## src/sxc_pkg.sv

```systemverilog
// Purpose: Shared constants and types for the extended configuration bank
// Assumes: Eight-bit index/data configuration access on one clock
// Notes:   Indices, masks, field positions and resets are named once here
package sxc_pkg;

    // Register indices
    localparam logic [7:0] IDX_PAR_SER  = 8'h04;
    localparam logic [7:0] IDX_FDD_EXT  = 8'h05;
    localparam logic [7:0] IDX_DRV_TYPE = 8'h06;
    localparam logic [7:0] IDX_PWR_BOOT = 8'h07;
    localparam logic [7:0] IDX_DEC_LO   = 8'h08;
    localparam logic [7:0] IDX_DEC_HI   = 8'h09;

    // Reset values
    localparam logic [7:0] RST_PAR_SER  = 8'h00;
    localparam logic [7:0] RST_FDD_EXT  = 8'h00;
    localparam logic [7:0] RST_DRV_TYPE = 8'hFF;
    localparam logic [7:0] RST_PWR_BOOT = 8'h00;
    localparam logic [7:0] RST_DEC_LO   = 8'h00;
    localparam logic [7:0] RST_DEC_HI   = 8'h00;
    localparam logic [7:0] RST_INDEX    = 8'h00;

    // Writable bits; the rest are reserved and read zero
    localparam logic [7:0] MASK_PAR_SER  = 8'h7F;
    localparam logic [7:0] MASK_FDD_EXT  = 8'h7C;
    localparam logic [7:0] MASK_DRV_TYPE = 8'hFF;
    localparam logic [7:0] MASK_PWR_BOOT = 8'hF3;
    localparam logic [7:0] MASK_DEC_LO   = 8'hFF;
    localparam logic [7:0] MASK_DEC_HI   = 8'hFF;

    // Field positions
    localparam int PS_MODE_LSB   = 0;
    localparam int PS_PPFD_LSB   = 2;
    localparam int PS_MIDI1_BIT  = 4;
    localparam int PS_MIDI2_BIT  = 5;
    localparam int PS_EPPT_BIT   = 6;
    localparam int FE_DMA_BIT    = 2;
    localparam int FE_DEN_LSB    = 3;
    localparam int FE_SWAP_BIT   = 5;
    localparam int FE_EXT4_BIT   = 6;
    localparam int PB_BOOT_LSB   = 0;
    localparam int PB_PD_LSB     = 4;
    localparam int DL_ADDR_LSB   = 4;
    localparam int DH_ADDR_LSB   = 0;
    localparam int DH_MODE_LSB   = 6;

    // Serial clock divisors from the 24 MHz source
    localparam int          SRC_CLK_HZ    = 24_000_000;
    localparam logic [3:0]  DIV_MIDI      = 4'hC;
    localparam logic [3:0]  DIV_STD       = 4'hD;
    localparam int          UART_OVERSAMP = 16;
    localparam int          MIDI_CLK_HZ   = SRC_CLK_HZ / 12 / UART_OVERSAMP;

    // ECP extended control modes
    localparam logic [2:0] ECR_STD = 3'h0;
    localparam logic [2:0] ECR_EPP = 3'h4;

    localparam int DEC_AW = 11;

    typedef enum logic [1:0] {
        PM_STD     = 2'b00,
        PM_EPP     = 2'b01,
        PM_ECP     = 2'b10,
        PM_ECP_EPP = 2'b11
    } sxc_par_mode_t;

    typedef enum logic [1:0] {
        DM_OFF   = 2'b00,
        DM_BYTE  = 2'b01,
        DM_BLK8  = 2'b10,
        DM_BLK16 = 2'b11
    } sxc_dec_mode_t;

    typedef enum logic [1:0] {
        DN_NORMAL = 2'b00,
        DN_RSVD   = 2'b01,
        DN_ONE    = 2'b10,
        DN_ZERO   = 2'b11
    } sxc_den_mode_t;

    // Configuration access from the host front end
    typedef struct packed {
        logic       cfg_mode;
        logic       idx_wr;
        logic       data_wr;
        logic       data_rd;
        logic [7:0] wdata;
    } sxc_cfg_req_t;

    // Signals from the floppy core
    typedef struct packed {
        logic       drq;
        logic       irq;
        logic       byte_strobe;
        logic       fifo_en;
        logic       density;
        logic       drv_active;
        logic [1:0] drv_num;
        logic [1:0] motor;
    } sxc_fdc_core_t;

    // Signals to the floppy pins
    typedef struct packed {
        logic       dma_req;
        logic       int_req;
        logic       density;
        logic       enc_mode;
        logic [1:0] drv_sel;
        logic [1:0] motor;
    } sxc_fdc_pins_t;

    typedef struct packed {
        logic [7:0]        index;
        logic [7:0]        par_ser;
        logic [7:0]        fdd_ext;
        logic [7:0]        drv_type;
        logic [7:0]        pwr_boot;
        logic [7:0]        dec_lo;
        logic [7:0]        dec_hi;
        logic [7:0]        rdata;
        logic              rvalid;
        logic [DEC_AW-1:0] addr_s1;
        logic [DEC_AW-1:0] addr_s2;
        logic [1:0]        cs_n_s;
        logic [1:0]        hwrst_s;
        logic              dec_out;
        sxc_fdc_pins_t     fdc;
        logic              epp_sel;
        logic              std_sel;
    } sxc_state_t;

endpackage

```

## src/sxc_cfg_bank.sv

```systemverilog
// Purpose: Extended configuration registers with floppy setup, drive type,
//          powerdown/boot, general address decoder and parallel/serial setup
// Assumes: Host front end delivers same-clock index/data strobes
// Notes:   Address, chip select and hardware reset pins are synchronised
//
// Function
// - Registers reachable only in config mode with matching index value.
// - Floppy setup bits 0, 1, 7 read zero and are read-only.
// - Floppy setup bit 2: 0 burst DMA, 1 strobe request/interrupt per byte while fifo_en is set.
// - Bits 4:3 density: 00 normal, 01 reserved, 10 force one, 11 zero.
// - Floppy setup bit 5 swaps drive and motor selects of drives 0,1.
// - Bit 6 picks internal two-drive decode or encoded selects for external.
// - Drive type register at index 06 resets to FF.
// - Boot field bits 1:0 select drive A or B; bits 3:2 read zero.
// - Bits 4..7 enable auto powerdown: parallel, UART2, UART1, floppy.
// - Powerdown enables cleared by power-on or hardware reset.
// - Index 08 bits 7:4 give decoder address 7:4; address bits 3:0 zero.
// - Index 09 bits 2:0 give decoder address bits 10:8.
// - Index 09 bits 7:6: off, one byte, 8-byte block, 16-byte block.
// - Decoder output asserted only if chip select input was low three clocks earlier.
// - MIDI selects divide by 12 giving 125 kHz for 31.25 kbaud.
// - Combined ECP+EPP mode lets ECR mode 100 pick EPP.
// - ECP modes let ECR mode 000 pick standard parallel; two drives direct.
// - Parallel/serial setup bits 1:0 select parallel port mode.
`timescale 1ns/1ps

module sxc_cfg_bank (
    // Clock, reset, enable
    input  wire logic                      clk,
    input  wire logic                      rst_b,
    input  wire logic                      ce,
    input  wire logic                      hw_reset_pin,
    // Configuration access
    input  wire sxc_pkg::sxc_cfg_req_t     cfg_req,
    output logic [7:0]                     cfg_rdata,
    output logic                           cfg_rvalid,
    // General decoder pins
    input  wire logic [sxc_pkg::DEC_AW-1:0] host_addr,
    input  wire logic                      chip_select_n,
    output logic                           general_decode_out,
    // Floppy core and pins
    input  wire sxc_pkg::sxc_fdc_core_t    fdc_core,
    output sxc_pkg::sxc_fdc_pins_t         fdc_pins,
    output logic [7:0]                     floppy_drive_types,
    output logic                           boot_drive_b,
    // Auto powerdown enables
    output logic                           pd_en_parallel,
    output logic                           pd_en_uart2,
    output logic                           pd_en_uart1,
    output logic                           pd_en_floppy,
    // Parallel and serial setup
    input  wire logic [2:0]                ecr_mode,
    output sxc_pkg::sxc_par_mode_t         parallel_mode,
    output logic [1:0]                     par_floppy_sel,
    output logic                           epp_type_17,
    output logic                           epp_active,
    output logic                           standard_parallel_mode,
    output logic [3:0]                     uart1_clk_div,
    output logic [3:0]                     uart2_clk_div
);

    ////////////////////////////////////////////////////////////////////////
    // Reset release through two flip-flops
    logic [1:0] rst_sync_reg;
    logic       rst_n_int;

    always_ff @(posedge clk or negedge rst_b) begin
        if (!rst_b) begin
            rst_sync_reg <= 2'b00;
        end else begin
            rst_sync_reg <= {rst_sync_reg[0], 1'b1};
        end
    end

    assign rst_n_int = rst_sync_reg[1];

    ////////////////////////////////////////////////////////////////////////
    // State
    sxc_pkg::sxc_state_t st_reg;
    sxc_pkg::sxc_state_t st_next;

    // Decoded fields
    logic                  hw_rst;
    logic                  dma_nonburst;
    sxc_pkg::sxc_den_mode_t den_mode;
    logic                  swap01;
    logic                  ext4;
    sxc_pkg::sxc_dec_mode_t dec_mode;
    logic [sxc_pkg::DEC_AW-1:0] dec_base;
    logic                  dec_hit;
    logic [1:0]            drv_num_sw;
    logic [1:0]            motor_sw;
    logic [7:0]            rd_mux;
    logic                  acc_ok;

    assign hw_rst       = st_reg.hwrst_s[1];
    assign dma_nonburst = st_reg.fdd_ext[sxc_pkg::FE_DMA_BIT];
    assign den_mode     =
        sxc_pkg::sxc_den_mode_t'(st_reg.fdd_ext[sxc_pkg::FE_DEN_LSB +: 2]);
    assign swap01       = st_reg.fdd_ext[sxc_pkg::FE_SWAP_BIT];
    assign ext4         = st_reg.fdd_ext[sxc_pkg::FE_EXT4_BIT];
    assign dec_mode     =
        sxc_pkg::sxc_dec_mode_t'(st_reg.dec_hi[sxc_pkg::DH_MODE_LSB +: 2]);
    assign acc_ok       = cfg_req.cfg_mode;

    // Decoder base: bits 10:8 high reg, 7:4 low reg, 3:0 fixed zero
    assign dec_base = {st_reg.dec_hi[sxc_pkg::DH_ADDR_LSB +: 3],
                       st_reg.dec_lo[sxc_pkg::DL_ADDR_LSB +: 4],
                       4'h0};

    ////////////////////////////////////////////////////////////////////////
    // General decoder compare
    always_comb begin
        case (dec_mode)
            sxc_pkg::DM_OFF:   dec_hit = 1'b0;
            sxc_pkg::DM_BYTE:  dec_hit = (st_reg.addr_s2 == dec_base);
            sxc_pkg::DM_BLK8:  dec_hit =
                (st_reg.addr_s2[sxc_pkg::DEC_AW-1:3] ==
                 dec_base[sxc_pkg::DEC_AW-1:3]);
            sxc_pkg::DM_BLK16: dec_hit =
                (st_reg.addr_s2[sxc_pkg::DEC_AW-1:4] ==
                 dec_base[sxc_pkg::DEC_AW-1:4]);
            default:           dec_hit = 1'b0;
        endcase
    end

    ////////////////////////////////////////////////////////////////////////
    // Drive and motor swap for drives 0 and 1
    always_comb begin
        drv_num_sw = fdc_core.drv_num;
        if (swap01 && !fdc_core.drv_num[1]) begin
            drv_num_sw = {1'b0, ~fdc_core.drv_num[0]};
        end
        motor_sw = swap01 ? {fdc_core.motor[0], fdc_core.motor[1]}
                          : fdc_core.motor;
    end

    ////////////////////////////////////////////////////////////////////////
    // Read multiplexer; reserved bits masked to zero
    always_comb begin
        case (st_reg.index)
            sxc_pkg::IDX_PAR_SER:
                rd_mux = st_reg.par_ser & sxc_pkg::MASK_PAR_SER;
            sxc_pkg::IDX_FDD_EXT:
                rd_mux = st_reg.fdd_ext & sxc_pkg::MASK_FDD_EXT;
            sxc_pkg::IDX_DRV_TYPE:
                rd_mux = st_reg.drv_type;
            sxc_pkg::IDX_PWR_BOOT:
                rd_mux = st_reg.pwr_boot & sxc_pkg::MASK_PWR_BOOT;
            sxc_pkg::IDX_DEC_LO:
                rd_mux = st_reg.dec_lo;
            sxc_pkg::IDX_DEC_HI:
                rd_mux = st_reg.dec_hi;
            default:
                rd_mux = 8'h00;
        endcase
    end

    ////////////////////////////////////////////////////////////////////////
    // Next state
    always_comb begin
        st_next = st_reg;

        // Pin synchronisers
        st_next.addr_s1 = host_addr;
        st_next.addr_s2 = st_reg.addr_s1;
        st_next.cs_n_s  = {st_reg.cs_n_s[0], chip_select_n};
        st_next.hwrst_s = {st_reg.hwrst_s[0], hw_reset_pin};

        // Configuration access
        st_next.rvalid = 1'b0;
        if (acc_ok && cfg_req.idx_wr) begin
            st_next.index = cfg_req.wdata;
        end
        if (acc_ok && cfg_req.data_rd) begin
            st_next.rdata  = rd_mux;
            st_next.rvalid = 1'b1;
        end
        if (acc_ok && cfg_req.data_wr) begin
            case (st_reg.index)
                sxc_pkg::IDX_PAR_SER:
                    st_next.par_ser = cfg_req.wdata & sxc_pkg::MASK_PAR_SER;
                sxc_pkg::IDX_FDD_EXT:
                    st_next.fdd_ext =
                        cfg_req.wdata & sxc_pkg::MASK_FDD_EXT;
                sxc_pkg::IDX_DRV_TYPE:
                    st_next.drv_type = cfg_req.wdata;
                sxc_pkg::IDX_PWR_BOOT:
                    st_next.pwr_boot =
                        cfg_req.wdata & sxc_pkg::MASK_PWR_BOOT;
                sxc_pkg::IDX_DEC_LO:
                    st_next.dec_lo = cfg_req.wdata;
                sxc_pkg::IDX_DEC_HI:
                    st_next.dec_hi = cfg_req.wdata;
                default: begin
                end
            endcase
        end

        // Decoder output qualified by chip select
        st_next.dec_out = dec_hit && !st_reg.cs_n_s[1];

        // Floppy request strobing
        if (dma_nonburst && fdc_core.fifo_en) begin
            st_next.fdc.dma_req = fdc_core.byte_strobe;
            st_next.fdc.int_req = fdc_core.byte_strobe;
        end else begin
            st_next.fdc.dma_req = fdc_core.drq;
            st_next.fdc.int_req = fdc_core.irq;
        end

        // Density select override
        case (den_mode)
            sxc_pkg::DN_ONE:  st_next.fdc.density = 1'b1;
            sxc_pkg::DN_ZERO: st_next.fdc.density = 1'b0;
            default:          st_next.fdc.density = fdc_core.density;
        endcase

        // Drive select: one-hot for two drives or encoded for four
        st_next.fdc.enc_mode = ext4;
        st_next.fdc.motor    = motor_sw;
        if (ext4) begin
            st_next.fdc.drv_sel = fdc_core.drv_active ? drv_num_sw
                                                      : 2'b00;
        end else begin
            st_next.fdc.drv_sel = 2'b00;
            if (fdc_core.drv_active && !drv_num_sw[1]) begin
                st_next.fdc.drv_sel[drv_num_sw[0]] = 1'b1;
            end
        end

        // ECP register mode selection
        st_next.epp_sel = (sxc_pkg::sxc_par_mode_t'(
            st_reg.par_ser[sxc_pkg::PS_MODE_LSB +: 2]) == sxc_pkg::PM_EPP) ||
            ((sxc_pkg::sxc_par_mode_t'(
            st_reg.par_ser[sxc_pkg::PS_MODE_LSB +: 2]) ==
            sxc_pkg::PM_ECP_EPP) && (ecr_mode == sxc_pkg::ECR_EPP));
        st_next.std_sel = (st_reg.par_ser[sxc_pkg::PS_MODE_LSB + 1] &&
            (ecr_mode == sxc_pkg::ECR_STD)) ||
            !st_reg.par_ser[sxc_pkg::PS_MODE_LSB + 1];

        // Hardware reset returns the bank to its defaults
        if (hw_rst) begin
            st_next.index    = sxc_pkg::RST_INDEX;
            st_next.par_ser  = sxc_pkg::RST_PAR_SER;
            st_next.fdd_ext  = sxc_pkg::RST_FDD_EXT;
            st_next.drv_type = sxc_pkg::RST_DRV_TYPE;
            st_next.pwr_boot = sxc_pkg::RST_PWR_BOOT;
            st_next.dec_lo   = sxc_pkg::RST_DEC_LO;
            st_next.dec_hi   = sxc_pkg::RST_DEC_HI;
        end
    end

    ////////////////////////////////////////////////////////////////////////
    // State register; ce freezes everything
    always_ff @(posedge clk or negedge rst_n_int) begin
        if (!rst_n_int) begin
            st_reg          <= '0;
            st_reg.index    <= sxc_pkg::RST_INDEX;
            st_reg.par_ser  <= sxc_pkg::RST_PAR_SER;
            st_reg.fdd_ext  <= sxc_pkg::RST_FDD_EXT;
            st_reg.drv_type <= sxc_pkg::RST_DRV_TYPE;
            st_reg.pwr_boot <= sxc_pkg::RST_PWR_BOOT;
            st_reg.dec_lo   <= sxc_pkg::RST_DEC_LO;
            st_reg.dec_hi   <= sxc_pkg::RST_DEC_HI;
            st_reg.cs_n_s   <= 2'b11;
        end else if (ce) begin
            st_reg <= st_next;
        end
    end

    ////////////////////////////////////////////////////////////////////////
    // Outputs
    assign cfg_rdata          = st_reg.rdata;
    assign cfg_rvalid         = st_reg.rvalid;
    assign general_decode_out = st_reg.dec_out;
    assign fdc_pins           = st_reg.fdc;
    assign floppy_drive_types = st_reg.drv_type;
    assign boot_drive_b       = st_reg.pwr_boot[sxc_pkg::PB_BOOT_LSB];

    assign pd_en_parallel = st_reg.pwr_boot[sxc_pkg::PB_PD_LSB];
    assign pd_en_uart2    = st_reg.pwr_boot[sxc_pkg::PB_PD_LSB + 1];
    assign pd_en_uart1    = st_reg.pwr_boot[sxc_pkg::PB_PD_LSB + 2];
    assign pd_en_floppy   = st_reg.pwr_boot[sxc_pkg::PB_PD_LSB + 3];

    assign parallel_mode = sxc_pkg::sxc_par_mode_t'(
        st_reg.par_ser[sxc_pkg::PS_MODE_LSB +: 2]);
    assign par_floppy_sel         = st_reg.par_ser[sxc_pkg::PS_PPFD_LSB +: 2];
    assign epp_type_17            = st_reg.par_ser[sxc_pkg::PS_EPPT_BIT];
    assign epp_active             = st_reg.epp_sel;
    assign standard_parallel_mode = st_reg.std_sel;

    // Baud source divisor: 24 MHz / 12 / 16 = 125 kHz for MIDI
    assign uart1_clk_div = st_reg.par_ser[sxc_pkg::PS_MIDI1_BIT]
                           ? sxc_pkg::DIV_MIDI : sxc_pkg::DIV_STD;
    assign uart2_clk_div = st_reg.par_ser[sxc_pkg::PS_MIDI2_BIT]
                           ? sxc_pkg::DIV_MIDI : sxc_pkg::DIV_STD;

endmodule

```

## config.mk

```make
export PLATFORM = sky130hd
export DESIGN_NAME = sxc_cfg_bank
export DESIGN_NICKNAME = d
export VERILOG_FILES = /design/src/sxc_pkg.sv /design/src/sxc_cfg_bank.sv
export SDC_FILE = /design/constraint.sdc
export NUM_CORES = 1
export LEC_CHECK = 0
export BUFFER_PORTS_ARGS = -buffer_cell sky130_fd_sc_hd__buf_4
export CAP_MARGIN = 10
export CORE_ASPECT_RATIO = 1.4
export CORE_MARGIN = 2
export CORE_UTILIZATION = 45
export DETAILED_ROUTE_END_ITERATION = 7
export PLACE_DENSITY = 0.67
export SYNTH_ARGS = -nofsm -noshare
export SYNTH_HDL_FRONTEND = slang
export SYNTH_SLANG_ARGS = --single-unit
```

## constraint.sdc

```tcl
create_clock -name clk -period 5.7 [get_ports clk]
set_input_delay 0 -clock clk [delete_from_list [all_inputs] [get_ports clk]]
set_output_delay 0 -clock clk [all_outputs]
set_load 0.01 [all_outputs]
```

Yosys cells after proc, flatten, opt, wreduce, memory -nomap -nowiden
Index checks and enable logic that the tools add are counted.

Register bits: 102. Logic and storage cells: 100. Output and inout port bits: 46. Input port bits: 41.

Equality and inequality tests: 17. Reduce and logical (&&, ||, !) cells: 34. Order comparisons: 2. Multiplexer cells: 23. Bitwise logic cells: 1.

Operators by type and width (number): $mux W56 (1); $mux W8 (7); $mux W48 (1); $pmux W8 S6 (1); $eq A8 B3 Y1 const B (4); $reduce_and A3 Y1 (6); $eq A8 B4 Y1 const B (2); $reduce_bool A2 Y1 (8); $mux W2 (6); $eq A11 B11 Y1 (1); $eq A2 B2 Y1 const B (5); $logic_and A1 B1 Y1 (10); $eq A8 B8 Y1 (1); $eq A7 B7 Y1 (1); $eq A2 B1 Y1 const B (2); $logic_not A1 Y1 (4); $mux W1 (4); $pmux W1 S4 (1); $reduce_and A2 Y1 (2); $eq A3 B3 Y1 const B (1); $logic_not A3 Y1 (1); $logic_not A2 Y1 (1); $logic_or A1 B1 Y1 (2); $lt A1 B2 Y1 const B (1); 4 further kinds (4).

Depth between registers and ports, before layout
Depth after elaboration: 9. Depth in mapped cells: 6. Depth with buffers taken out: 4.

Worst setup path before layout
No wires, ideal clock.

Kind: reg-to-reg. Start: reg st_reg[99] (netlist name). End: reg st_reg (netlist bit floppy_drive_types[0]). Library setup time: 0.080 ns. Required time: 5.620 ns. Period minus slack after synthesis: 1.870 ns. Slack: 3.830 ns. Arrival time: 1.791 ns. Cell stages (with the launch flop): 6. Path buffers: 2. Cells stage by stage: dfrtp_1 or4_1 buf_2 or4b_1 buf_2 o22a_1.

Word-level cells in the longest chain between the ends: 3.

Ends and longest elaborated chain: start: declaration (line sxc_cfg_bank.sv:79) `sxc_pkg::sxc_state_t st_reg;`; start signal: assignment (line sxc_cfg_bank.sv:268) `st_reg <= st_next;`; $eq A8 B3 Y1 (line sxc_cfg_bank.sv:180) `case (st_reg.index)`; $reduce_bool A2 Y1 (no line); $reduce_and A3 Y1 (no line).

No other way between the ends. A chain may end at the register's enable or synchronous reset.

Worst setup path in the final report
Start: reg st_reg[94] (netlist name). End: reg st_reg (netlist bit floppy_drive_types[7]).

Same word-level chain as after synthesis.

==> qor.yml <==
routing:
  dr.first_iter.drc_count: 181
  wl_per_cell_um: 17.9
  drc_errors: 0
  wirelength_um: 11500
  dr.pass1.iters: 5
  avgViaCountPerCell: 5.52
  vias: 3544
  antenna_left: 0
logic_synthesis:
  synth_top_area_share_pct: 46.9
  syn_area_per_cell_um2: 11.0
  synth_cells: 426
  yosysWarnings: 0
  synth_seq_cells: 98
  synth_top_flop_cell: "dfrtp_1"
  yosysTopAreaCell: "dfrtp_1"
  synth_common_cells: "dfrtp_1, nand2_1, buf_4"
  yosysSeqAreaShare_pct: 52.5
  ys_top_cells_by_area: "dfrtp_1, mux2_2, dfstp_2"
  ys_types: 53
  synth_most_common_cell: "dfrtp_1"
  synth_edf_count: 0
  synth_area_mm2: 0.00470
  synthArstFlopShare_pct: 100
run:
  maxCapViolations: 0
hold_path:
  hold_path_class: "primary input to register"
  hold_start: "fdc_core[3]"
  hold_end: "fdc_pins[2]"
  hold-path-cell-count: 4
clock_network:
  insertion_delay_ns: 0.34
  h-tree-depth: 3
  path_clk_slew_ns: 0.06
  clockBufferDepth: 2
  postCtsSetupRepairBufs: 0
  cts_sinks: 98
  cts-root-buf: "clkbuf_16"
  cts_tree: "done"
  cts_buffers: 9
outcome:
  run_status: "finished, final reports clean"
placed_design:
  dpl.cell_count: 595
  place_ws_ns: 3.24
  postPlaceCellArea_mm2: 0.00516
  io_buffers: 80
  place_hpwl_um: 8020
  place_congestion: 0.920
grt:
  grt-ovfl-total: 0
  grt_pass1_vias: 3525
  grt_pass1_wl_um: 18500
  grt_antenna_before_repair: 0
  grt_max_degree: 52
  grt_usage_pct: 21.0
layout:
  final_nets: 541
  drive_above_1_share_pct: 28.2
  stdcell_count: 642
  fillers: 899
  multi_input_comb_area_mm2: 0.00189
  antennaDiodeCount: 0
  area_growth_pct: 23.4
  largest_register_ffs: 31
  regArea_mm2: 0.00247
  fin_area_mm2: 0.00580
sta:
  setup_ws_ns: 3.18
  drv_slew: 0
  rsz0062_at_grt: "false"
  fin_skew_ns: 0.00620
  fmax_mhz: 397
  relSlewSlack_pct: 27.0
  min_period_ns: 2.52
  setup_viol: 0
  worst_pin_slew_ns: 1.09
  hold_viol: 0
  period_share_pct: 44.2
  totalNegativeSetupSlack_ns: 0
setup_path:
  cp.arrival_ns: 2.79
  critPathBufInv: 0
  r2r_cells: 3
  criticalPathCategory: "register to register"
  path_cells: "nor4bb_1 > or4b_1 > o22a_1"
  cp_top_family: "simple AND/OR/NAND/NOR gates"
  rr_endpoint: "floppy_drive_types[7]"
  cp_max_fo: 28
  rr_startpoint: "st_reg[94]"
  max_stage_delay_ns: 0.79
  r2r_slack_ns: 3.18
  worstPathRequired_ns: 5.97
  critPathLaunchType: "register"
  cp_slowest_cell: "dfrtp_1"
  cp-end-kind: "register"
power_and_ir_drop:
  switching_power_mw: 0.431
  netSwitchingFraction_pct: 25.8
  finalPower_mw: 1.67
  internal_power_mw: 1.24
  irDropWorstVdd_uv: 232
  power_frac_clock_pct: 38.3
  leakage_nw: 2.58
  pwr_density_cell_mw_per_mm2: 289
  pwr-share-seq_pct: 48.2
  pwr-share-comb_pct: 13.6
floorplanning:
  die_w_um: 90.4
  rows: 44
  ios: 87
  core_region_area_mm2: 0.0103
  die-area_mm2: 0.0113
  die_height_um: 125
  start_util_pct: 45.6
routing by layer:
metal / share of wire (%) / up-vias / global-route usage [%]
met3: 3.8 / 31 / 2.42
met5: 0 / - / 0
met1: 41 / 1758 / 26.2
met4: 3.8 / 0 / 11.4
li1: - / 1636 / -
met2: 51 / 119 / 35.8
worst max path at each step:
stage                               start                     to  depth (start not counted)
final                          st_reg[94]  floppy_drive_types[7]                          3
after global routing           st_reg[94]  floppy_drive_types[5]                          4
after CTS                      st_reg[94]  floppy_drive_types[6]                          3
after detailed placement       st_reg[94]  floppy_drive_types[7]                          3
after global placement         st_reg[94]  floppy_drive_types[2]                          3
after floorplan           rst_sync_reg[1]           boot_drive_b                          0
cells by family after synthesis:
family                    count (synthesis)  share of synthesized area, %
other                                     2                         0.160
and+or+nand+nor                         109                          12.0
DFF                                      98                          52.5
buffers and inverters                    62                          7.78
AOI/OAI and AO/OA                        91                          13.1
muxes                                    56                          13.0
xor gates and xnor gates                  8                          1.49
tightest hold or removal path, stage by stage:
cell       delay (ns)
buf_4            0.09
nor2_1           0.05
mux2i_1          0.12
o2bb2ai_1        0.08
final cells by class:
| type | instances | area share (%) |
|---|---|---|
| well taps | 138 | 2.98 |
| multi-input cells | 271 | 32.5 |
| clock buffers | 9 | 3.88 |
| inverters | 7 | 0.453 |
| flip-flops and latches | 98 | 42.6 |
| repair buffers | 113 | 16.0 |
| clock inverters | 6 | 1.57 |
power by group through the flow:
| stage | registers [mW] | clock network [mW] | logic [mW] |
|---|---|---|---|
| floorplan | 0.795 | 0 | 0.150 |
| global placement | 0.817 | 0 | 0.206 |
| detailed placement | 0.820 | 0 | 0.210 |
| CTS | 0.807 | 0.651 | 0.228 |
| global route | 0.815 | 0.680 | 0.248 |
| finish | 0.806 | 0.640 | 0.227 |
per-stage QoR:
stage               hold slack, ns  utilization, %
finish                      0.0337            56.3
global placement            -0.217            50.1
detailed placement          -0.215            50.1
floorplan                   -0.296               -
CTS                         0.0304            56.3
global route                0.0530            56.3
repair_timing:
item	4_1_cts	5_1_grt
hold buffers	32	0
resized for setup	0	0
hold endpoints to repair	31	0
placed cells by master, fill, tap and decap left out, types with 2 or more instances in the layout:
cell type / netlist / routed
dfrtp_1: 88 / 87
buf_4: 34 / 81
nand2_1: 39 / 39
dlygate4sd3_1: 0 / 32
mux2_2: 30 / 30
o21ai_0: 27 / 27
mux2i_1: 25 / 25
a21oi_1: 16 / 16
nor2_1: 13 / 13
nand3_1: 12 / 12
nand2b_1: 11 / 11
dfstp_2: 10 / 10
clkbuf_16: 0 / 9
o22a_1: 8 / 8
inv_1: 7 / 7
a22o_1: 7 / 7
conb_1: 2 / 7
a21o_1: 6 / 6
nor3_1: 5 / 5
xor2_1: 5 / 5
a32oi_1: 5 / 5
o2bb2ai_1: 4 / 4
nor2b_1: 4 / 4
nor4_1: 3 / 3
or3_1: 3 / 3
nor3b_1: 3 / 3
xnor2_1: 3 / 3
o22ai_1: 3 / 3
clkinvlp_4: 0 / 3
nor4_2: 2 / 2
and2_1: 2 / 2
nand4_1: 2 / 2
nand3b_1: 2 / 2
a31oi_1: 2 / 2
a221oi_1: 2 / 2
o31ai_1: 2 / 2
o211ai_1: 2 / 2
bufinv_16: 0 / 2
Power figures use the tool's default switching activity.
